[config.mk]
export PLATFORM = sky130hd
export DESIGN_NAME = cbmrp_read_port
export DESIGN_NICKNAME = d
export VERILOG_FILES = /design/src/logic/cbmrp_fifo.v /design/src/logic/cbmrp_lane_mux.v /design/src/logic/cbmrp_read_port.v
export VERILOG_INCLUDE_DIRS = /design/src /design/src/logic
export SDC_FILE = /design/constraint.sdc
export NUM_CORES = 1
export LEC_CHECK = 0
export ABC_AREA = 1
export BUFFER_PORTS_ARGS = -buffer_cell sky130_fd_sc_hd__buf_2
export CAP_MARGIN = 0
export CORE_MARGIN = 8
export CORE_UTILIZATION = 50
export CTS_BUF_LIST = sky130_fd_sc_hd__clkbuf_2 sky130_fd_sc_hd__clkbuf_4 sky130_fd_sc_hd__clkbuf_8
export DETAILED_ROUTE_END_ITERATION = 10
export PLACE_DENSITY = 0.74
export SLEW_MARGIN = 10
export SYNTH_ARGS = -nofsm -noshare
export SYNTH_HDL_FRONTEND = slang
export SYNTH_SLANG_ARGS = --single-unit
[constraint.sdc]
create_clock -name ref_clk -period 4.06 [get_ports ref_clk]
set_clock_uncertainty 0.15 [all_clocks]
set_input_delay 0.406 -clock ref_clk [delete_from_list [all_inputs] [get_ports ref_clk]]
set_output_delay 0.406 -clock ref_clk [all_outputs]
set_load 0.01 [all_outputs]
[src/logic/cbmrp_defines.vh]
// Constants for the core bus master read port: widths, codes and reset values.
// Assumes inclusion by bare name from the lane selector, the read port and the memory model.
`ifndef CBMRP_DEFINES_VH
`define CBMRP_DEFINES_VH

// ****************************************
// Bus widths
// ****************************************
`define CBMRP_ADDR_W 23
`define CBMRP_DATA_W 32
`define CBMRP_SIZE_W 2
`define CBMRP_CODE_W 3
`define CBMRP_WAIT_W 8

// ****************************************
// Transfer size codes
// ****************************************
`define CBMRP_SIZE_WORD 2'h0
`define CBMRP_SIZE_BYTE 2'h1
`define CBMRP_SIZE_HALF 2'h2

// ****************************************
// Response buffer
// ****************************************
`define CBMRP_FIFO_DEPTH 4
`define CBMRP_FIFO_AW 2
`define CBMRP_FIFO_CW 3
`define CBMRP_RSP_W 42
// Highest count of stored, in-flight and pending results that still leaves a slot for one more
`define CBMRP_ISSUE_MAX_FILL 3'h3
`define CBMRP_WAIT_MAX 8'hFF

// ****************************************
// Reset values
// ****************************************
`define CBMRP_RST_ADDR 23'h000000
`define CBMRP_RST_SIZE 2'h0
`define CBMRP_RST_CODE 3'h0

`endif

[src/logic/cbmrp_fifo.v]
// Response buffer: synchronous FIFO with valid/ready on both sides.
// Assumes one clock and an asynchronous active-low reset.
`timescale 1ns/1ps
`default_nettype none

module cbmrp_fifo #(
  parameter WIDTH = 42,
  parameter DEPTH = 4,
  parameter AW = 2,
  parameter CW = 3
) (
  input wire ref_clk,
  input wire arst_n,
  input wire in_valid,
  output wire in_ready,
  input wire [WIDTH-1:0] in_data,
  output wire out_valid,
  input wire out_ready,
  output wire [WIDTH-1:0] out_data,
  output wire [CW-1:0] level
);

  // ****************************************
  // Storage and pointers
  // ****************************************
  localparam [CW-1:0] FULL_LEVEL = DEPTH;

  reg [WIDTH-1:0] mem [0:DEPTH-1];
  reg [AW-1:0] wr_ptr_reg;
  reg [AW-1:0] rd_ptr_reg;
  reg [CW-1:0] count_reg;
  wire push;
  wire pop;

  assign in_ready = (count_reg != FULL_LEVEL);
  assign out_valid = (count_reg != {CW{1'b0}});
  assign push = in_valid & in_ready;
  assign pop = out_valid & out_ready;
  assign out_data = mem[rd_ptr_reg];
  assign level = count_reg;

  // Storage words carry no reset; only the count defines emptiness
  always @(posedge ref_clk) begin
    if (push) begin
      mem[wr_ptr_reg] <= in_data;
    end
  end

  always @(posedge ref_clk or negedge arst_n) begin
    if (!arst_n) begin
      wr_ptr_reg <= {AW{1'b0}};
      rd_ptr_reg <= {AW{1'b0}};
      count_reg <= {CW{1'b0}};
    end else begin
      if (push) begin
        wr_ptr_reg <= wr_ptr_reg + 1'b1;
      end
      if (pop) begin
        rd_ptr_reg <= rd_ptr_reg + 1'b1;
      end
      if (push && !pop) begin
        count_reg <= count_reg + 1'b1;
      end else if (pop && !push) begin
        count_reg <= count_reg - 1'b1;
      end
    end
  end

endmodule // cbmrp_fifo

`default_nettype wire

[src/logic/cbmrp_lane_mux.v]
// Read lane selector: maps the bus lanes of a sized read onto a right-justified operand.
// Assumes size and offset are those captured when the access was accepted.
`timescale 1ns/1ps
`default_nettype none
`include "cbmrp_defines.vh"

module cbmrp_lane_mux (
  input wire [`CBMRP_SIZE_W-1:0] xfer_size,
  input wire [1:0] byte_offset,
  input wire [`CBMRP_DATA_W-1:0] bus_data,
  output reg [`CBMRP_DATA_W-1:0] operand,
  output reg [1:0] first_mux_byte
);

  // ****************************************
  // Lane routing
  // ****************************************
  // Narrow reads always land on the low lanes, so the offset only names the mux byte
  always @* begin
    case (xfer_size)
      `CBMRP_SIZE_BYTE: begin
        operand = {24'h000000, bus_data[7:0]};
        first_mux_byte = byte_offset;
      end
      `CBMRP_SIZE_HALF: begin
        operand = {16'h0000, bus_data[15:0]};
        first_mux_byte = {byte_offset[1], 1'b0};
      end
      `CBMRP_SIZE_WORD: begin
        operand = bus_data;
        first_mux_byte = 2'h0;
      end
      default: begin
        // Unused size code: treated as a full word
        operand = bus_data;
        first_mux_byte = 2'h0;
      end
    endcase
  end

endmodule // cbmrp_lane_mux

`default_nettype wire

[src/logic/cbmrp_read_port.v]
// Core bus master read port: issues overlapped read requests and collects terminations.
// Assumes the far interface logic acknowledges or errors each access synchronously.
//
// Contract
// - Separate 23-bit address and 32-bit data buses on every transfer.
// - Byte read: low lane carries mux byte selected by low address bits.
// - Half-word read: two low lanes carry mux bytes 0,1 or 2,3.
// - Word read: mux bytes 0..3 fill lanes high to low.
// - Unused lanes are ignored on reads.
// - Interrupt request inputs are sampled on the rising edge.
// - An unaccepted request may be replaced by a newer one.
// - Request accepted when idle, or when in-flight access terminates that cycle.
// - Abort may assert in the cycle after an accepted request.
// - Request state drives address, type code, size, read high, request.
// - Access-in-flight indicator asserts while the access takes place.
// - Acknowledge sampled each edge; data latched on it, else wait state.
// - Completion state carries next request or idle lines.
// - Back-to-back: completion of one coincides with request of next.
// - Error terminates regardless of acknowledge; neither means wait.
`timescale 1ns/1ps
`default_nettype none
`include "cbmrp_defines.vh"

module cbmrp_read_port (
  input wire ref_clk,
  input wire arst_n,
  // Core side request
  input wire req_valid,
  output wire req_ready,
  input wire [`CBMRP_ADDR_W-1:0] req_addr,
  input wire [`CBMRP_SIZE_W-1:0] req_size,
  input wire [`CBMRP_CODE_W-1:0] req_code,
  input wire req_abort,
  output wire req_replaced,
  // Core side response
  output wire rsp_valid,
  input wire rsp_ready,
  output wire [`CBMRP_DATA_W-1:0] rsp_data,
  output wire rsp_error,
  output wire rsp_aborted,
  output wire [`CBMRP_WAIT_W-1:0] rsp_wait,
  // Bus pins
  output wire [`CBMRP_ADDR_W-1:0] addr,
  input wire [`CBMRP_DATA_W-1:0] data_in,
  output wire [`CBMRP_DATA_W-1:0] data_out,
  output wire data_oe_n,
  output wire [`CBMRP_SIZE_W-1:0] xfer_size,
  output wire [`CBMRP_CODE_W-1:0] access_type_code,
  output wire read_write,
  output wire xfer_request_n,
  output wire access_in_flight,
  output wire abort,
  input wire xfer_done_n,
  input wire xfer_error_n,
  // Interrupt requests
  input wire irq_n,
  input wire fast_irq_n,
  output wire irq_seen_n,
  output wire fast_irq_seen_n
);

  // ****************************************
  // State
  // ****************************************
  reg pend_reg;
  reg pend_next;
  reg [`CBMRP_ADDR_W-1:0] addr_reg;
  reg [`CBMRP_ADDR_W-1:0] addr_next;
  reg [`CBMRP_SIZE_W-1:0] size_reg;
  reg [`CBMRP_SIZE_W-1:0] size_next;
  reg [`CBMRP_CODE_W-1:0] code_reg;
  reg [`CBMRP_CODE_W-1:0] code_next;
  reg pend_abort_reg;
  reg pend_abort_next;
  reg busy_reg;
  reg busy_next;
  reg [`CBMRP_SIZE_W-1:0] fl_size_reg;
  reg [`CBMRP_SIZE_W-1:0] fl_size_next;
  reg [1:0] fl_off_reg;
  reg [1:0] fl_off_next;
  reg fl_abort_reg;
  reg fl_abort_next;
  reg abort_reg;
  reg abort_next;
  reg [`CBMRP_WAIT_W-1:0] wait_reg;
  reg [`CBMRP_WAIT_W-1:0] wait_next;
  reg replaced_reg;
  reg replaced_next;
  reg irq_reg;
  reg fast_irq_reg;

  wire term;
  wire term_error;
  wire accept;
  wire load;
  wire fifo_in_ready;
  wire [`CBMRP_FIFO_CW-1:0] fifo_level;
  wire [`CBMRP_FIFO_CW-1:0] outstanding;
  wire [`CBMRP_DATA_W-1:0] operand;
  wire [`CBMRP_RSP_W-1:0] rsp_word;
  wire [`CBMRP_RSP_W-1:0] fifo_out;

  // ****************************************
  // Termination and acceptance
  // ****************************************
  // Error takes priority: an aborted or faulted access ends as an error even with acknowledge
  assign term_error = busy_reg & ~xfer_error_n;
  assign term = busy_reg & (~xfer_error_n | ~xfer_done_n);
  assign accept = pend_reg & (~busy_reg | term);

  // Count stored, in-flight and pending results, so a terminating access is never refused a slot
  assign outstanding = fifo_level + {2'h0, busy_reg} + {2'h0, pend_reg};
  assign req_ready = fifo_in_ready & (outstanding <= `CBMRP_ISSUE_MAX_FILL);
  assign load = req_valid & req_ready;
  assign req_replaced = replaced_reg;

  // ****************************************
  // Pending request
  // ****************************************
  always @* begin
    pend_next = pend_reg;
    addr_next = addr_reg;
    size_next = size_reg;
    code_next = code_reg;
    pend_abort_next = pend_abort_reg;
    replaced_next = 1'b0;
    if (load) begin
      // A newer request overwrites one the far side has not taken
      pend_next = 1'b1;
      addr_next = req_addr;
      size_next = req_size;
      code_next = req_code;
      pend_abort_next = req_abort;
      replaced_next = pend_reg & ~accept;
    end else if (accept) begin
      // Lines keep their last values while idle
      pend_next = 1'b0;
      pend_abort_next = 1'b0;
    end
  end

  // ****************************************
  // Access in flight
  // ****************************************
  always @* begin
    busy_next = busy_reg;
    fl_size_next = fl_size_reg;
    fl_off_next = fl_off_reg;
    fl_abort_next = fl_abort_reg;
    abort_next = 1'b0;
    wait_next = wait_reg;
    if (accept) begin
      // Only one access tracked: the new one replaces the one just terminated
      busy_next = 1'b1;
      fl_size_next = size_reg;
      fl_off_next = addr_reg[1:0];
      fl_abort_next = pend_abort_reg;
      abort_next = pend_abort_reg;
      wait_next = {`CBMRP_WAIT_W{1'b0}};
    end else if (term) begin
      busy_next = 1'b0;
      fl_abort_next = 1'b0;
    end else if (busy_reg && wait_reg != `CBMRP_WAIT_MAX) begin
      wait_next = wait_reg + 1'b1;
    end
  end

  // ****************************************
  // Pending request registers
  // ****************************************
  always @(posedge ref_clk or negedge arst_n) begin
    if (!arst_n) begin
      pend_reg <= 1'b0;
      addr_reg <= `CBMRP_RST_ADDR;
      size_reg <= `CBMRP_RST_SIZE;
      code_reg <= `CBMRP_RST_CODE;
      pend_abort_reg <= 1'b0;
      replaced_reg <= 1'b0;
    end else begin
      pend_reg <= pend_next;
      addr_reg <= addr_next;
      size_reg <= size_next;
      code_reg <= code_next;
      pend_abort_reg <= pend_abort_next;
      replaced_reg <= replaced_next;
    end
  end

  // ****************************************
  // Access in flight registers
  // ****************************************
  always @(posedge ref_clk or negedge arst_n) begin
    if (!arst_n) begin
      busy_reg <= 1'b0;
      fl_size_reg <= `CBMRP_RST_SIZE;
      fl_off_reg <= 2'h0;
      fl_abort_reg <= 1'b0;
      abort_reg <= 1'b0;
      wait_reg <= {`CBMRP_WAIT_W{1'b0}};
    end else begin
      busy_reg <= busy_next;
      fl_size_reg <= fl_size_next;
      fl_off_reg <= fl_off_next;
      fl_abort_reg <= fl_abort_next;
      abort_reg <= abort_next;
      wait_reg <= wait_next;
    end
  end

  // ****************************************
  // Interrupt request sampling
  // ****************************************
  // Reset to the idle level so no false request follows reset
  always @(posedge ref_clk or negedge arst_n) begin
    if (!arst_n) begin
      irq_reg <= 1'b1;
      fast_irq_reg <= 1'b1;
    end else begin
      irq_reg <= irq_n;
      fast_irq_reg <= fast_irq_n;
    end
  end

  // ****************************************
  // Read data path
  // ****************************************
  cbmrp_lane_mux u_lane_mux (
    .xfer_size(fl_size_reg),
    .byte_offset(fl_off_reg),
    .bus_data(data_in),
    .operand(operand),
    .first_mux_byte()
  );

  // Data is taken only on a terminating edge; wait-state data is dropped
  assign rsp_word = {term_error, fl_abort_reg, wait_reg, operand};

  cbmrp_fifo #(
    .WIDTH(`CBMRP_RSP_W),
    .DEPTH(`CBMRP_FIFO_DEPTH),
    .AW(`CBMRP_FIFO_AW),
    .CW(`CBMRP_FIFO_CW)
  ) u_rsp_fifo (
    .ref_clk(ref_clk),
    .arst_n(arst_n),
    .in_valid(term),
    .in_ready(fifo_in_ready),
    .in_data(rsp_word),
    .out_valid(rsp_valid),
    .out_ready(rsp_ready),
    .out_data(fifo_out),
    .level(fifo_level)
  );

  assign rsp_error = fifo_out[41];
  assign rsp_aborted = fifo_out[40];
  assign rsp_wait = fifo_out[39:32];
  assign rsp_data = fifo_out[31:0];

  // ****************************************
  // Pin drive
  // ****************************************
  assign addr = addr_reg;
  assign xfer_size = size_reg;
  assign access_type_code = code_reg;
  assign read_write = 1'b1;
  assign xfer_request_n = ~pend_reg;
  assign access_in_flight = busy_reg;
  assign abort = abort_reg;
  // Read-only port: the data bus is never driven
  assign data_out = {`CBMRP_DATA_W{1'b0}};
  assign data_oe_n = 1'b1;
  assign irq_seen_n = irq_reg;
  assign fast_irq_seen_n = fast_irq_reg;

endmodule // cbmrp_read_port

`default_nettype wire

==> results of run 1 <==
[power groups by stage]
stage / Sequential, mW / Clock (mW) / Combinational (mW)
after floorplan: 3.53 / 0 / 1.93
after detailed placement: 3.48 / 0 / 3.07
after global placement: 3.47 / 0 / 3.01
after CTS: 3.45 / 1.86 / 3.11
after global routing: 3.51 / 1.95 / 3.44
final: 3.45 / 1.82 / 3.06
[worst paths after layout]
| kind | from | to | slack, ns | cells past startpoint |
|---|---|---|---|---|
| worst max-delay path | u_rsp_fifo.rd_ptr_reg[0] | rsp_data[25] | 1.07 | 5 |
| worst min-delay path | req_addr[10] | addr[10] | 0.05 | 3 |
| worst max register to register | pend_reg | addr[13] | 1.54 | 8 |
| worst min register to register | addr[16] | addr[16] | 0.32 | 2 |
| max in group asynchronous | arst_n | u_rsp_fifo.rd_ptr_reg[0] | 2.72 | 3 |
| min in group asynchronous | arst_n | access_type_code[0] | 0.18 | 2 |
[area by class of cell]
class                   count  area, um^2
clock buffers              53       635.6
clock inverters             9       47.55
fillers                  1400        6927
inverters                  47       176.4
multi-input cells         456        2253
flip-flops and latches    221        6375
well taps                 229       286.5
repair buffers            196        1201
[per-layer routing]
layer	track usage, %	vias up
li1	-	2961
met1	22.42	2922
met2	28.19	241
met3	6.095	24
met4	4.849	0
met5	0	-
[cell usage after synthesis (all sizes together)]
cell type  instances  area [um^2]
a21oi              4        31.28
clkbuf            17        63.81
xor2               5        43.79
o22ai             42        262.8
buf               54        395.4
nand4              2        12.51
o21bai             1        11.26
dfrtp             51         1276
dfstp              2        52.55
nand3             39        212.7
nand2            114        450.4
inv               47        176.4
a31o               1        8.760
conb               2        7.510
o21ai             89        449.2
edfxtp           168         5045
nor2             111        431.7
fa                 2        40.04
nor3               1        16.27
nand3b             1        7.510
ha                 8        100.1
xnor2              2        17.52
[logic make-up (layout without fill, tap and decap cells)]
| family | Yosys count | in the layout | synth area share, % |
|---|---|---|---|
| AOI/OAI and AO/OA | 137 | 137 | 8.376 |
| adders and majority gates | 10 | 10 | 1.538 |
| other | 2 | 34 | 0.08241 |
| xor gates and xnor gates | 7 | 7 | 0.6728 |
| buffers and inverters | 118 | 305 | 6.975 |
| DFF | 221 | 221 | 69.94 |
| and+or+nand+nor | 268 | 268 | 12.41 |
[critical path, delay by kind of cell (launching register included)]
kind | cells | cell delay (ns)
AOI/OAI and AO/OA | 2 | 0.26
DFF | 1 | 0.40
buffers and inverters | 3 | 1.25
[what timing repair did]
| action | CTS | global route |
|---|---|---|
| endpoints found under the hold margin | 73 | 0 |
| hold buffers | 38 | 0 |
| endpoints found under the setup margin | 0 | 0 |
==> results.ini, run 1 <==
[place]
dpl.hpwl_mm=12.46
portBuffers=146
place_ws_ns=1.542
place_inst=1111
place_area_um2=9912
place_congestion=0.7536

[die]
coreArea_um2=17900
fp.dieW_um=151
rows=49
fp.dieH_um=151
initial_core_util_pct=50.90
io_pins=181
design.die.area_um2=22800

[power_and_ir_drop]
irDropWorstVdd_v=0.0006352
switching_power_mw=3.132
finalPower_mw=8.323
switching_share_pct=37.63
p_leak_nw=4.654
seqPwrFrac_pct=41.4
p_comb_share_pct=36.8
clockPowerShare_pct=21.8
powerDensity_nw_per_um2=758.4
p_int_mw=5.191

[yosys]
ys_seq_elements=221
syn_area_um2=9112
synthCells=763
yosys_warnings=0
ys_seq_area_share_pct=69.94
postSynthAreaPerCell_um2=11.94
synth.distinct_cells=32

[global_routing]
grt_pass1_wl_mm=31.64
grt_pass1_vias=6108
overflow=0
antenna_found_initial=0
grt_use_total_pct=17.61
grt_max_degree=86

[sta]
max_freq_mhz=334.4
fin_ws_ns=1.069
final-max-slew-violation-count=0
fin_crit_ns=2.991
setup_violations=0
fin_crit_sh_pct=73.66
relSlewSlack_pct=32.99
whs_ns=0.04551
rsz0062_at_grt=false
final_hold_viol_count=0
tns_ns=0
worst_pin_slew_ns=1.004

[flow_run]
cap_violations=0

[cts]
cts.clk_slew.worst_paths_ns=0.06
cts_tree=yes
cts-buffers-inserted=36
htree_levels=2
insertion_delay_ns=0.50
ctsResizeCount=0
post_cts_buffers=0
cts_sinks=221
clockBufferDepth=3
clockRootBuffer=clkbuf_8

[critical_path]
critical-path-max-stage-delay_ns=0.72
cp_data_arrival_time_ns=2.43
cp_slowest_cell=inv_2
required_ns=3.50
critPathLaunchType=register
path_class=register to output port
cp-end-kind=output port
path_cells=inv_2, buf_4, o21ai_0, o22ai_1, buf_2
crit_fanout=64

[final_layout]
num_antenna_cells=0
largest_reg_flops=168
area_growth_pct=20.44
final_common_cell=edfxtp_1
drive_gt1_share_pct=24.44
final_cell_mix=edfxtp_1 (168), buf_2 (146), nand2_1 (111), nor2_1 (105), o21ai_0 (87)
final_cells=1211
utilization_pct=61.31
final_cell_area_um2=10980
fin_nets=1037

[routing]
dr.pass1.iters=5
top_layer=met4
wl_met1_mm=8.378
wl_met3_mm=1.980
drt_wl_total_mm=20.02
vias_per_cell=5.077
drcViolationCount=0
routed-wl-met2_mm=9.367
vias=6148
wire_per_inst_um=16.53
ant_nets=0
drtIter0Drc=441

[outcome]
outcome=complete, no violations

[min_path]
hp-class=input port to register

Power figures use the tool's default switching activity.
==> inputs of run 2 (changes only) <==
--- a/config.mk
+++ b/config.mk
@@ -6,7 +6,7 @@
 export SDC_FILE = /design/constraint.sdc
 export NUM_CORES = 1
 export LEC_CHECK = 0
-export ABC_AREA = 1
+export ABC_AREA = 0
 export BUFFER_PORTS_ARGS = -buffer_cell sky130_fd_sc_hd__buf_2
 export CAP_MARGIN = 0
 export CORE_MARGIN = 8
==> constraint.sdc (replaced) <==
create_clock -name ref_clk -period 3.1 [get_ports ref_clk]
set_clock_uncertainty 0.15 [all_clocks]
set_input_delay 0.31 -clock ref_clk [delete_from_list [all_inputs] [get_ports ref_clk]]
set_output_delay 0.31 -clock ref_clk [all_outputs]
set_load 0.01 [all_outputs]
==> run 2 against run 1 <==
- worst hold slack got worse by 0.0074 ns
- first-iteration DRC count shrank 38%
- critical endpoint is now rsp_aborted
- non-clock buffer count rose by 11
- synthesized cell count fell by 39%
- global-route usage is 0.62 points lower
- power rose by 25%
- worst setup slack worse by 0.68 ns
- critical path type unchanged
- area after synthesis is 2.7% lower
- register-to-register slack lost 1.0 ns
- flip-flop and latch count stayed put
- largest power group unchanged
- critical path depth is 2 lower
- sequential share of layout area decreased by 0.33 points
==> results.ini, run 2 <==
[outcome]
outcome=complete, no violations  ; unchanged

[min_path]
hold_depth=2  ; was 3
hp-class=input port to register  ; unchanged
hold_path_end=u_rsp_fifo.mem[1][26]  ; was addr[10]
hold_start=data_in[26]  ; was req_addr[10]

[place]
place_congestion=0.7492  ; was 0.7536
dpl.hpwl_mm=11.77  ; was 12.46 mm
place_ws_ns=0.5642  ; was 1.542 ns
portBuffers=146  ; unchanged
place_area_um2=9812  ; was 9912 um^2
place_inst=828  ; was 1111

[critical_path]
required_ns=2.64  ; was 3.50 ns
critPathLaunchType=register  ; unchanged
crit_fanout=15  ; was 64
cp_slowest_cell=dfrtp_2  ; was inv_2
cp_num_buf_inv=2  ; was 3
rr_endpoint=addr[21]  ; was addr[13]
path_class=register to output port  ; unchanged
rr_startpoint=access_in_flight  ; was pend_reg
reg2reg_slack_ns=0.54  ; was 1.54 ns
cp-end-kind=output port  ; unchanged
critical-path-max-stage-delay_ns=0.70  ; was 0.72 ns
r2r_cells=7  ; was 8
cp_data_arrival_time_ns=2.25  ; was 2.43 ns
path_cells=buf_4, mux4_2, buf_2  ; was inv_2, buf_4, o21ai_0, o22ai_1, buf_2
path_delay_family=flip-flops  ; was buffers and inverters

[final_layout]
final_common_cell=edfxtp_1  ; unchanged
final_cells=941  ; was 1211
fin_nets=771  ; was 1037
num_antenna_cells=0  ; unchanged
seqCellArea_um2=6376  ; was 6375 um^2
multiInputGateArea_um2=2240  ; was 2253 um^2
fillCellCount=1198  ; was 1400
largest_reg_flops=168  ; unchanged
area_growth_pct=24.56  ; was 20.44%
final_cell_mix=edfxtp_1 (168), buf_2 (146), dlygate4sd3_1 (51), dfrtp_1 (49), mux4_2 (42)  ; was edfxtp_1 (168), buf_2 (146), nand2_1 (111), nor2_1 (105), o21ai_0 (87)
final_cell_area_um2=11040  ; was 10980 um^2
drive_gt1_share_pct=41.06  ; was 24.44%

[routing]
wire_per_inst_um=19.76  ; was 16.53 um
vias_per_cell=5.155  ; was 5.077
dr.pass1.iters=5  ; unchanged
vias=4851  ; was 6148
drcViolationCount=0  ; unchanged
ant_nets=0  ; unchanged
drtIter0Drc=274  ; was 441
drt_wl_total_mm=18.60  ; was 20.02 mm

[sta]
final_hold_viol_count=0  ; unchanged
rsz0062_at_grt=false  ; unchanged
fin_crit_ns=2.707
fin_ws_ns=0.3933  ; was 1.069 ns
final-max-slew-violation-count=0  ; unchanged
relSlewSlack_pct=39.20  ; was 32.99%
fin_crit_sh_pct=87.31
tns_ns=0  ; unchanged
whs_ns=0.03811  ; was 0.04551 ns
max_freq_mhz=369.5
setup_violations=0  ; unchanged
worst_pin_slew_ns=0.9120  ; was 1.004 ns

[cts]
cts_sinks=221  ; unchanged
clockBufferDepth=3  ; unchanged
clockRootBuffer=clkbuf_8  ; unchanged
htree_levels=2  ; unchanged
insertion_delay_ns=0.50  ; about the same
cts_tree=yes  ; unchanged
post_cts_buffers=0  ; unchanged
cts.clk_slew.worst_paths_ns=0.06  ; about the same
cts-buffers-inserted=36  ; unchanged

[global_routing]
grt_use_total_pct=16.98  ; was 17.61%
overflow=0  ; unchanged
grt_pass1_vias=5506  ; was 6108
antenna_found_initial=0  ; unchanged
grt_max_degree=43  ; was 86
grt_pass1_wl_mm=29.58  ; was 31.64 mm

[power_and_ir_drop]
powerDensity_nw_per_um2=940.7  ; was 758.4 nW/um^2
p_leak_nw=4.390  ; was 4.654 nW
irDropWorstVdd_v=0.0006637  ; was 0.0006352 V

[yosys]
synth_edf_count=168  ; unchanged
synth.top_cell.area_share_pct=56.92  ; was 55.36%
postSynthAreaPerCell_um2=19.10  ; was 11.94 um^2
yosys-top-cells-count=edfxtp_1 (168), dfrtp_1 (51), mux4_2 (42)  ; was edfxtp_1 (168), nand2_1 (111), nor2_1 (109)
ys_seq_area_share_pct=71.91  ; was 69.94%
synth.distinct_cells=40  ; was 32
synth_top_area_cell=edfxtp_1  ; unchanged
synthArstFlopShare_pct=23.98  ; unchanged
yosys_warnings=0  ; unchanged
synthCells=464  ; was 763
dominantRegCellSynth=edfxtp_1  ; unchanged
synth.area.top_cells=edfxtp_1 (57%), dfrtp_1 (14%), mux4_2 (11%)  ; was edfxtp_1 (55%), dfrtp_1 (14%), o21ai_0 (4.8%)
ys_seq_elements=221  ; unchanged
yosysMostFrequentCell=edfxtp_1  ; unchanged
syn_area_um2=8864  ; was 9112 um^2

[die]
design.die.area_um2=22240  ; was 22800 um^2
fp.dieW_um=149.1  ; was 151 um
fp.dieH_um=149.1  ; was 151 um
rows=48  ; was 49
initial_core_util_pct=51.24  ; was 50.90%
io_pins=181  ; unchanged
coreArea_um2=17300  ; was 17900 um^2

[flow_run]
cap_violations=0  ; unchanged

[run 2: cell count changes in the layout (fill, tap and decap cells not counted), sizes merged, moves of 13 or more]
cell         change
and2            +21
dlygate4sd3     +13
inv             -38
mux2            +29
mux4            +42
nand2           -96
nand3           -32
nor2           -101
o21ai           -84
o22ai           -42
[run 2: cells by family after synthesis]
group                    after synthesis  share of synthesized area [%]
buffers and inverters                 58                          4.235
XOR/XNOR                               6                         0.5929
flip-flops                           221                          71.91
AO/OA/AOI/OAI                         20                          1.666
AND/OR/NAND/NOR                       76                          4.475
adder cells (fa/ha/maj)               10                          1.581
other                                  2                        0.08473
multiplexers                          71                          15.46
[run 2: stage by stage]
step / util, % / total power, mW
6_report: 63.83 / 10.39
5_1_grt: 63.83 / 10.95
4_1_cts: 63.83 / 10.52
3_5_place_dp: 56.73 / 7.963
3_3_place_gp: 56.73 / 7.837
2_1_floorplan: - / 6.679
[run 2: cell type report]
class / instances / share of cell area [%]
Sequential cell: 221 / 57.75
Multi-Input combinational cell: 217 / 20.29
Timing Repair Buffer: 207 / 12.60
Clock buffer: 53 / 5.927
Tap cell: 225 / 2.550
Clock inverter: 9 / 0.5780
Inverter: 9 / 0.3060
[run 2: routing by layer]
layer  GRT usage (%)  vias up  wire [um]
li1                -     2171          -
met1           20.45     2452       7679
met2           28.44      200       9069
met3           6.280       28       1580
met4           4.291        0        267
met5               0        -          0
[run 2: worst max-delay path by stage]
| stage | depth (start not counted) | start | slack (ns) | endpoint |
|---|---|---|---|---|
| floorplan | 3 | u_rsp_fifo.level[0] | 0.55 | u_rsp_fifo.mem[0][0] |
| global placement | 7 | access_in_flight | 0.69 | addr[21] |
| detailed placement | 7 | access_in_flight | 0.56 | addr[21] |
| CTS | 3 | u_rsp_fifo.rd_ptr_reg[0] | 0.27 | rsp_aborted |
| global route | 3 | u_rsp_fifo.rd_ptr_reg[0] | 0.23 | rsp_aborted |
| finish | 3 | u_rsp_fifo.rd_ptr_reg[0] | 0.39 | rsp_aborted |
[run 2: repair_timing]
action	in CTS	in global routing
hold buffers	51	0
resized for setup	0	0
endpoints found under the hold margin	143	0
[run 2: power by group]
| part | leakage [nW] | internal [mW] | switching (mW) | total (mW) |
|---|---|---|---|---|
| Clock | 0.384 | 1.43 | 1.04 | 2.47 |
| Combinational | 1.83 | 1.68 | 1.73 | 3.40 |
| Sequential | 2.18 | 4.07 | 0.434 | 4.51 |
| Total | 4.39 | 7.18 | 3.21 | 10.4 |
==> inputs of run 3 (changes only) <==
--- a/config.mk
+++ b/config.mk
@@ -6,7 +6,7 @@
 export SDC_FILE = /design/constraint.sdc
 export NUM_CORES = 1
 export LEC_CHECK = 0
-export ABC_AREA = 0
+export ABC_AREA = 1
 export BUFFER_PORTS_ARGS = -buffer_cell sky130_fd_sc_hd__buf_2
 export CAP_MARGIN = 0
 export CORE_MARGIN = 8
==> run 3 against run 2 <==
- wire length rose by 9.9%
- largest power group unchanged
- clock-buffer cell count fell by 6
- worst setup slack got worse by 0.091 ns
- sequential power barely moved
- flip-flop and latch count did not move
- highest routed layer unchanged
==> results.ini, run 3 (synthesized netlist as in run 1, its figures left out) <==
[sta]
whs_ns=0.02281  ; was 0.03811 ns
rsz0062_at_grt=false  ; unchanged
setup_violations=0  ; unchanged
fin_crit_sh_pct=90.24  ; was 87.31%
relSlewSlack_pct=44.40  ; was 39.20%
final-max-slew-violation-count=0  ; unchanged
max_freq_mhz=357.5  ; was 369.5 MHz
tns_ns=0  ; unchanged
fin_crit_ns=2.797  ; was 2.707 ns
final_hold_viol_count=0  ; unchanged
worst_pin_slew_ns=0.8340  ; was 0.9120 ns

[die]
fp.dieW_um=151  ; was 149.1 um
rows=49  ; was 48
initial_core_util_pct=50.90  ; was 51.24%
io_pins=181  ; unchanged
fp.dieH_um=151  ; was 149.1 um
coreArea_um2=17900  ; was 17300 um^2
design.die.area_um2=22800  ; was 22240 um^2

[routing]
wire_per_inst_um=16.62  ; was 19.76 um
vias_per_cell=5.101  ; was 5.155
vias=6274  ; was 4851
drtIter0Drc=373  ; was 274
drt_wl_total_mm=20.45  ; was 18.60 mm
drcViolationCount=0  ; unchanged
dr.pass1.iters=6  ; was 5
ant_nets=0  ; unchanged

[cts]
cts.clk_slew.worst_paths_ns=0.06  ; about the same
clockBufferDepth=3  ; unchanged
htree_levels=2  ; unchanged
cts_tree=yes  ; unchanged
insertion_delay_ns=0.50  ; about the same
post_cts_buffers=0  ; unchanged
cts-buffers-inserted=36  ; unchanged
clockRootBuffer=clkbuf_8  ; unchanged
cts_sinks=221  ; unchanged
ctsResizeCount=0  ; unchanged

[flow_run]
cap_violations=0  ; unchanged

[critical_path]
path_class=register to output port  ; unchanged
crit_fanout=15  ; unchanged
cp_data_arrival_time_ns=2.34  ; was 2.25 ns
critPathLaunchType=register  ; unchanged
cp-end-kind=output port  ; unchanged
required_ns=2.64  ; about the same

[place]
dpl.hpwl_mm=11.99  ; was 11.77 mm
place_congestion=0.7274  ; was 0.7492
portBuffers=146  ; unchanged
place_area_um2=9970  ; was 9812 um^2
place_inst=1112  ; was 828

[global_routing]
grt_use_total_pct=17.89  ; was 16.98%
overflow=0  ; unchanged
antenna_found_initial=0  ; unchanged
grt_pass1_vias=6422  ; was 5506
grt_pass1_wl_mm=32.11  ; was 29.58 mm
grt_max_degree=86  ; was 43

[power_and_ir_drop]
powerDensity_nw_per_um2=985.8  ; was 940.7 nW/um^2
irDropWorstVdd_v=0.0006973  ; was 0.0006637 V
finalPower_mw=11.08  ; was 10.39 mW
p_leak_nw=4.749  ; was 4.390 nW

[final_layout]
final_cell_area_um2=11240  ; was 11040 um^2
area_growth_pct=23.34  ; was 24.56%
final_common_cell=edfxtp_1  ; unchanged
final_cell_mix=edfxtp_1 (168), buf_2 (146), nand2_1 (111), nor2_1 (105), o21ai_0 (87)  ; was edfxtp_1 (168), buf_2 (146), dlygate4sd3_1 (51), dfrtp_1 (49), mux4_2 (42)
num_antenna_cells=0  ; unchanged
drive_gt1_share_pct=23.38  ; was 41.06%
largest_reg_flops=168  ; unchanged
fin_nets=1056  ; was 771
final_cells=1230  ; was 941

[outcome]
outcome=complete, no violations  ; unchanged

[min_path]
hp-class=input port to register  ; unchanged

[run 3: changes by cell type in the layout (fill, tap and decap cells not counted), sizes merged, moves of 29 or more]
cell / delta
o22ai: +42
nand2: +96
mux4: -42
nor2: +101
mux2: -29
inv: +38
o21ai: +84
nand3: +32
[run 3: layout make-up]
cell class	count	area, um^2
fillers	1342	6663
clock inverters	15	118.9
flip-flops and latches	221	6375
repair buffers	215	1439
multi-input cells	456	2253
inverters	47	176.4
well taps	229	286.5
clock buffers	47	590.6
[run 3: layer usage]
layer	GRT usage (%)	routed length (um)	up-vias
met5	0	0	-
met4	6.531	444	0
met3	5.617	1894	37
met2	29.17	9764	256
met1	22.06	8342	2975
li1	-	-	3006
[run 3: final timing paths]
check,endpoint,slack (ns),cells after the start,from
max in group asynchronous,addr[6],1.78,3,arst_n
hold / removal,u_rsp_fifo.mem[3][22],0.02,3,data_in[22]
setup reg to reg,addr[21],0.66,8,pend_reg
setup / recovery,req_ready,0.30,6,pend_reg
hold reg to reg,addr[19],0.33,2,addr[19]
min in group asynchronous,wait_reg[3],0.26,2,arst_n
[run 3: metrics by stage]
step / utilization (%) / worst slack [ns]
final: 62.78 / 0.3027
after global placement: 55.69 / 0.7412
after global routing: 62.78 / 0.1592
after floorplan: - / -0.04216
after detailed placement: 55.69 / 0.6989
after CTS: 62.78 / 0.2816
[run 3: worst max-delay path, stage by stage (launching register included)]
cell     delay (ns)
dfrtp_1        0.42
inv_1          0.21
fa_1           0.21
inv_1          0.04
ha_1           0.20
o21ai_2        0.51
buf_2          0.25
[run 3: timing repair]
action / 4_1_cts / 5_1_grt
hold buffers: 56 / 0
endpoints found under the hold margin: 151 / 0
endpoints found under the setup margin: 0 / 0
[run 3: report_power, final]
part	leakage, nW	internal [mW]	switching [mW]
Sequential	2.21	4.21	0.304
Combinational	2.18	1.35	2.75
Clock	0.365	1.41	1.06
Total	4.75	6.97	4.11
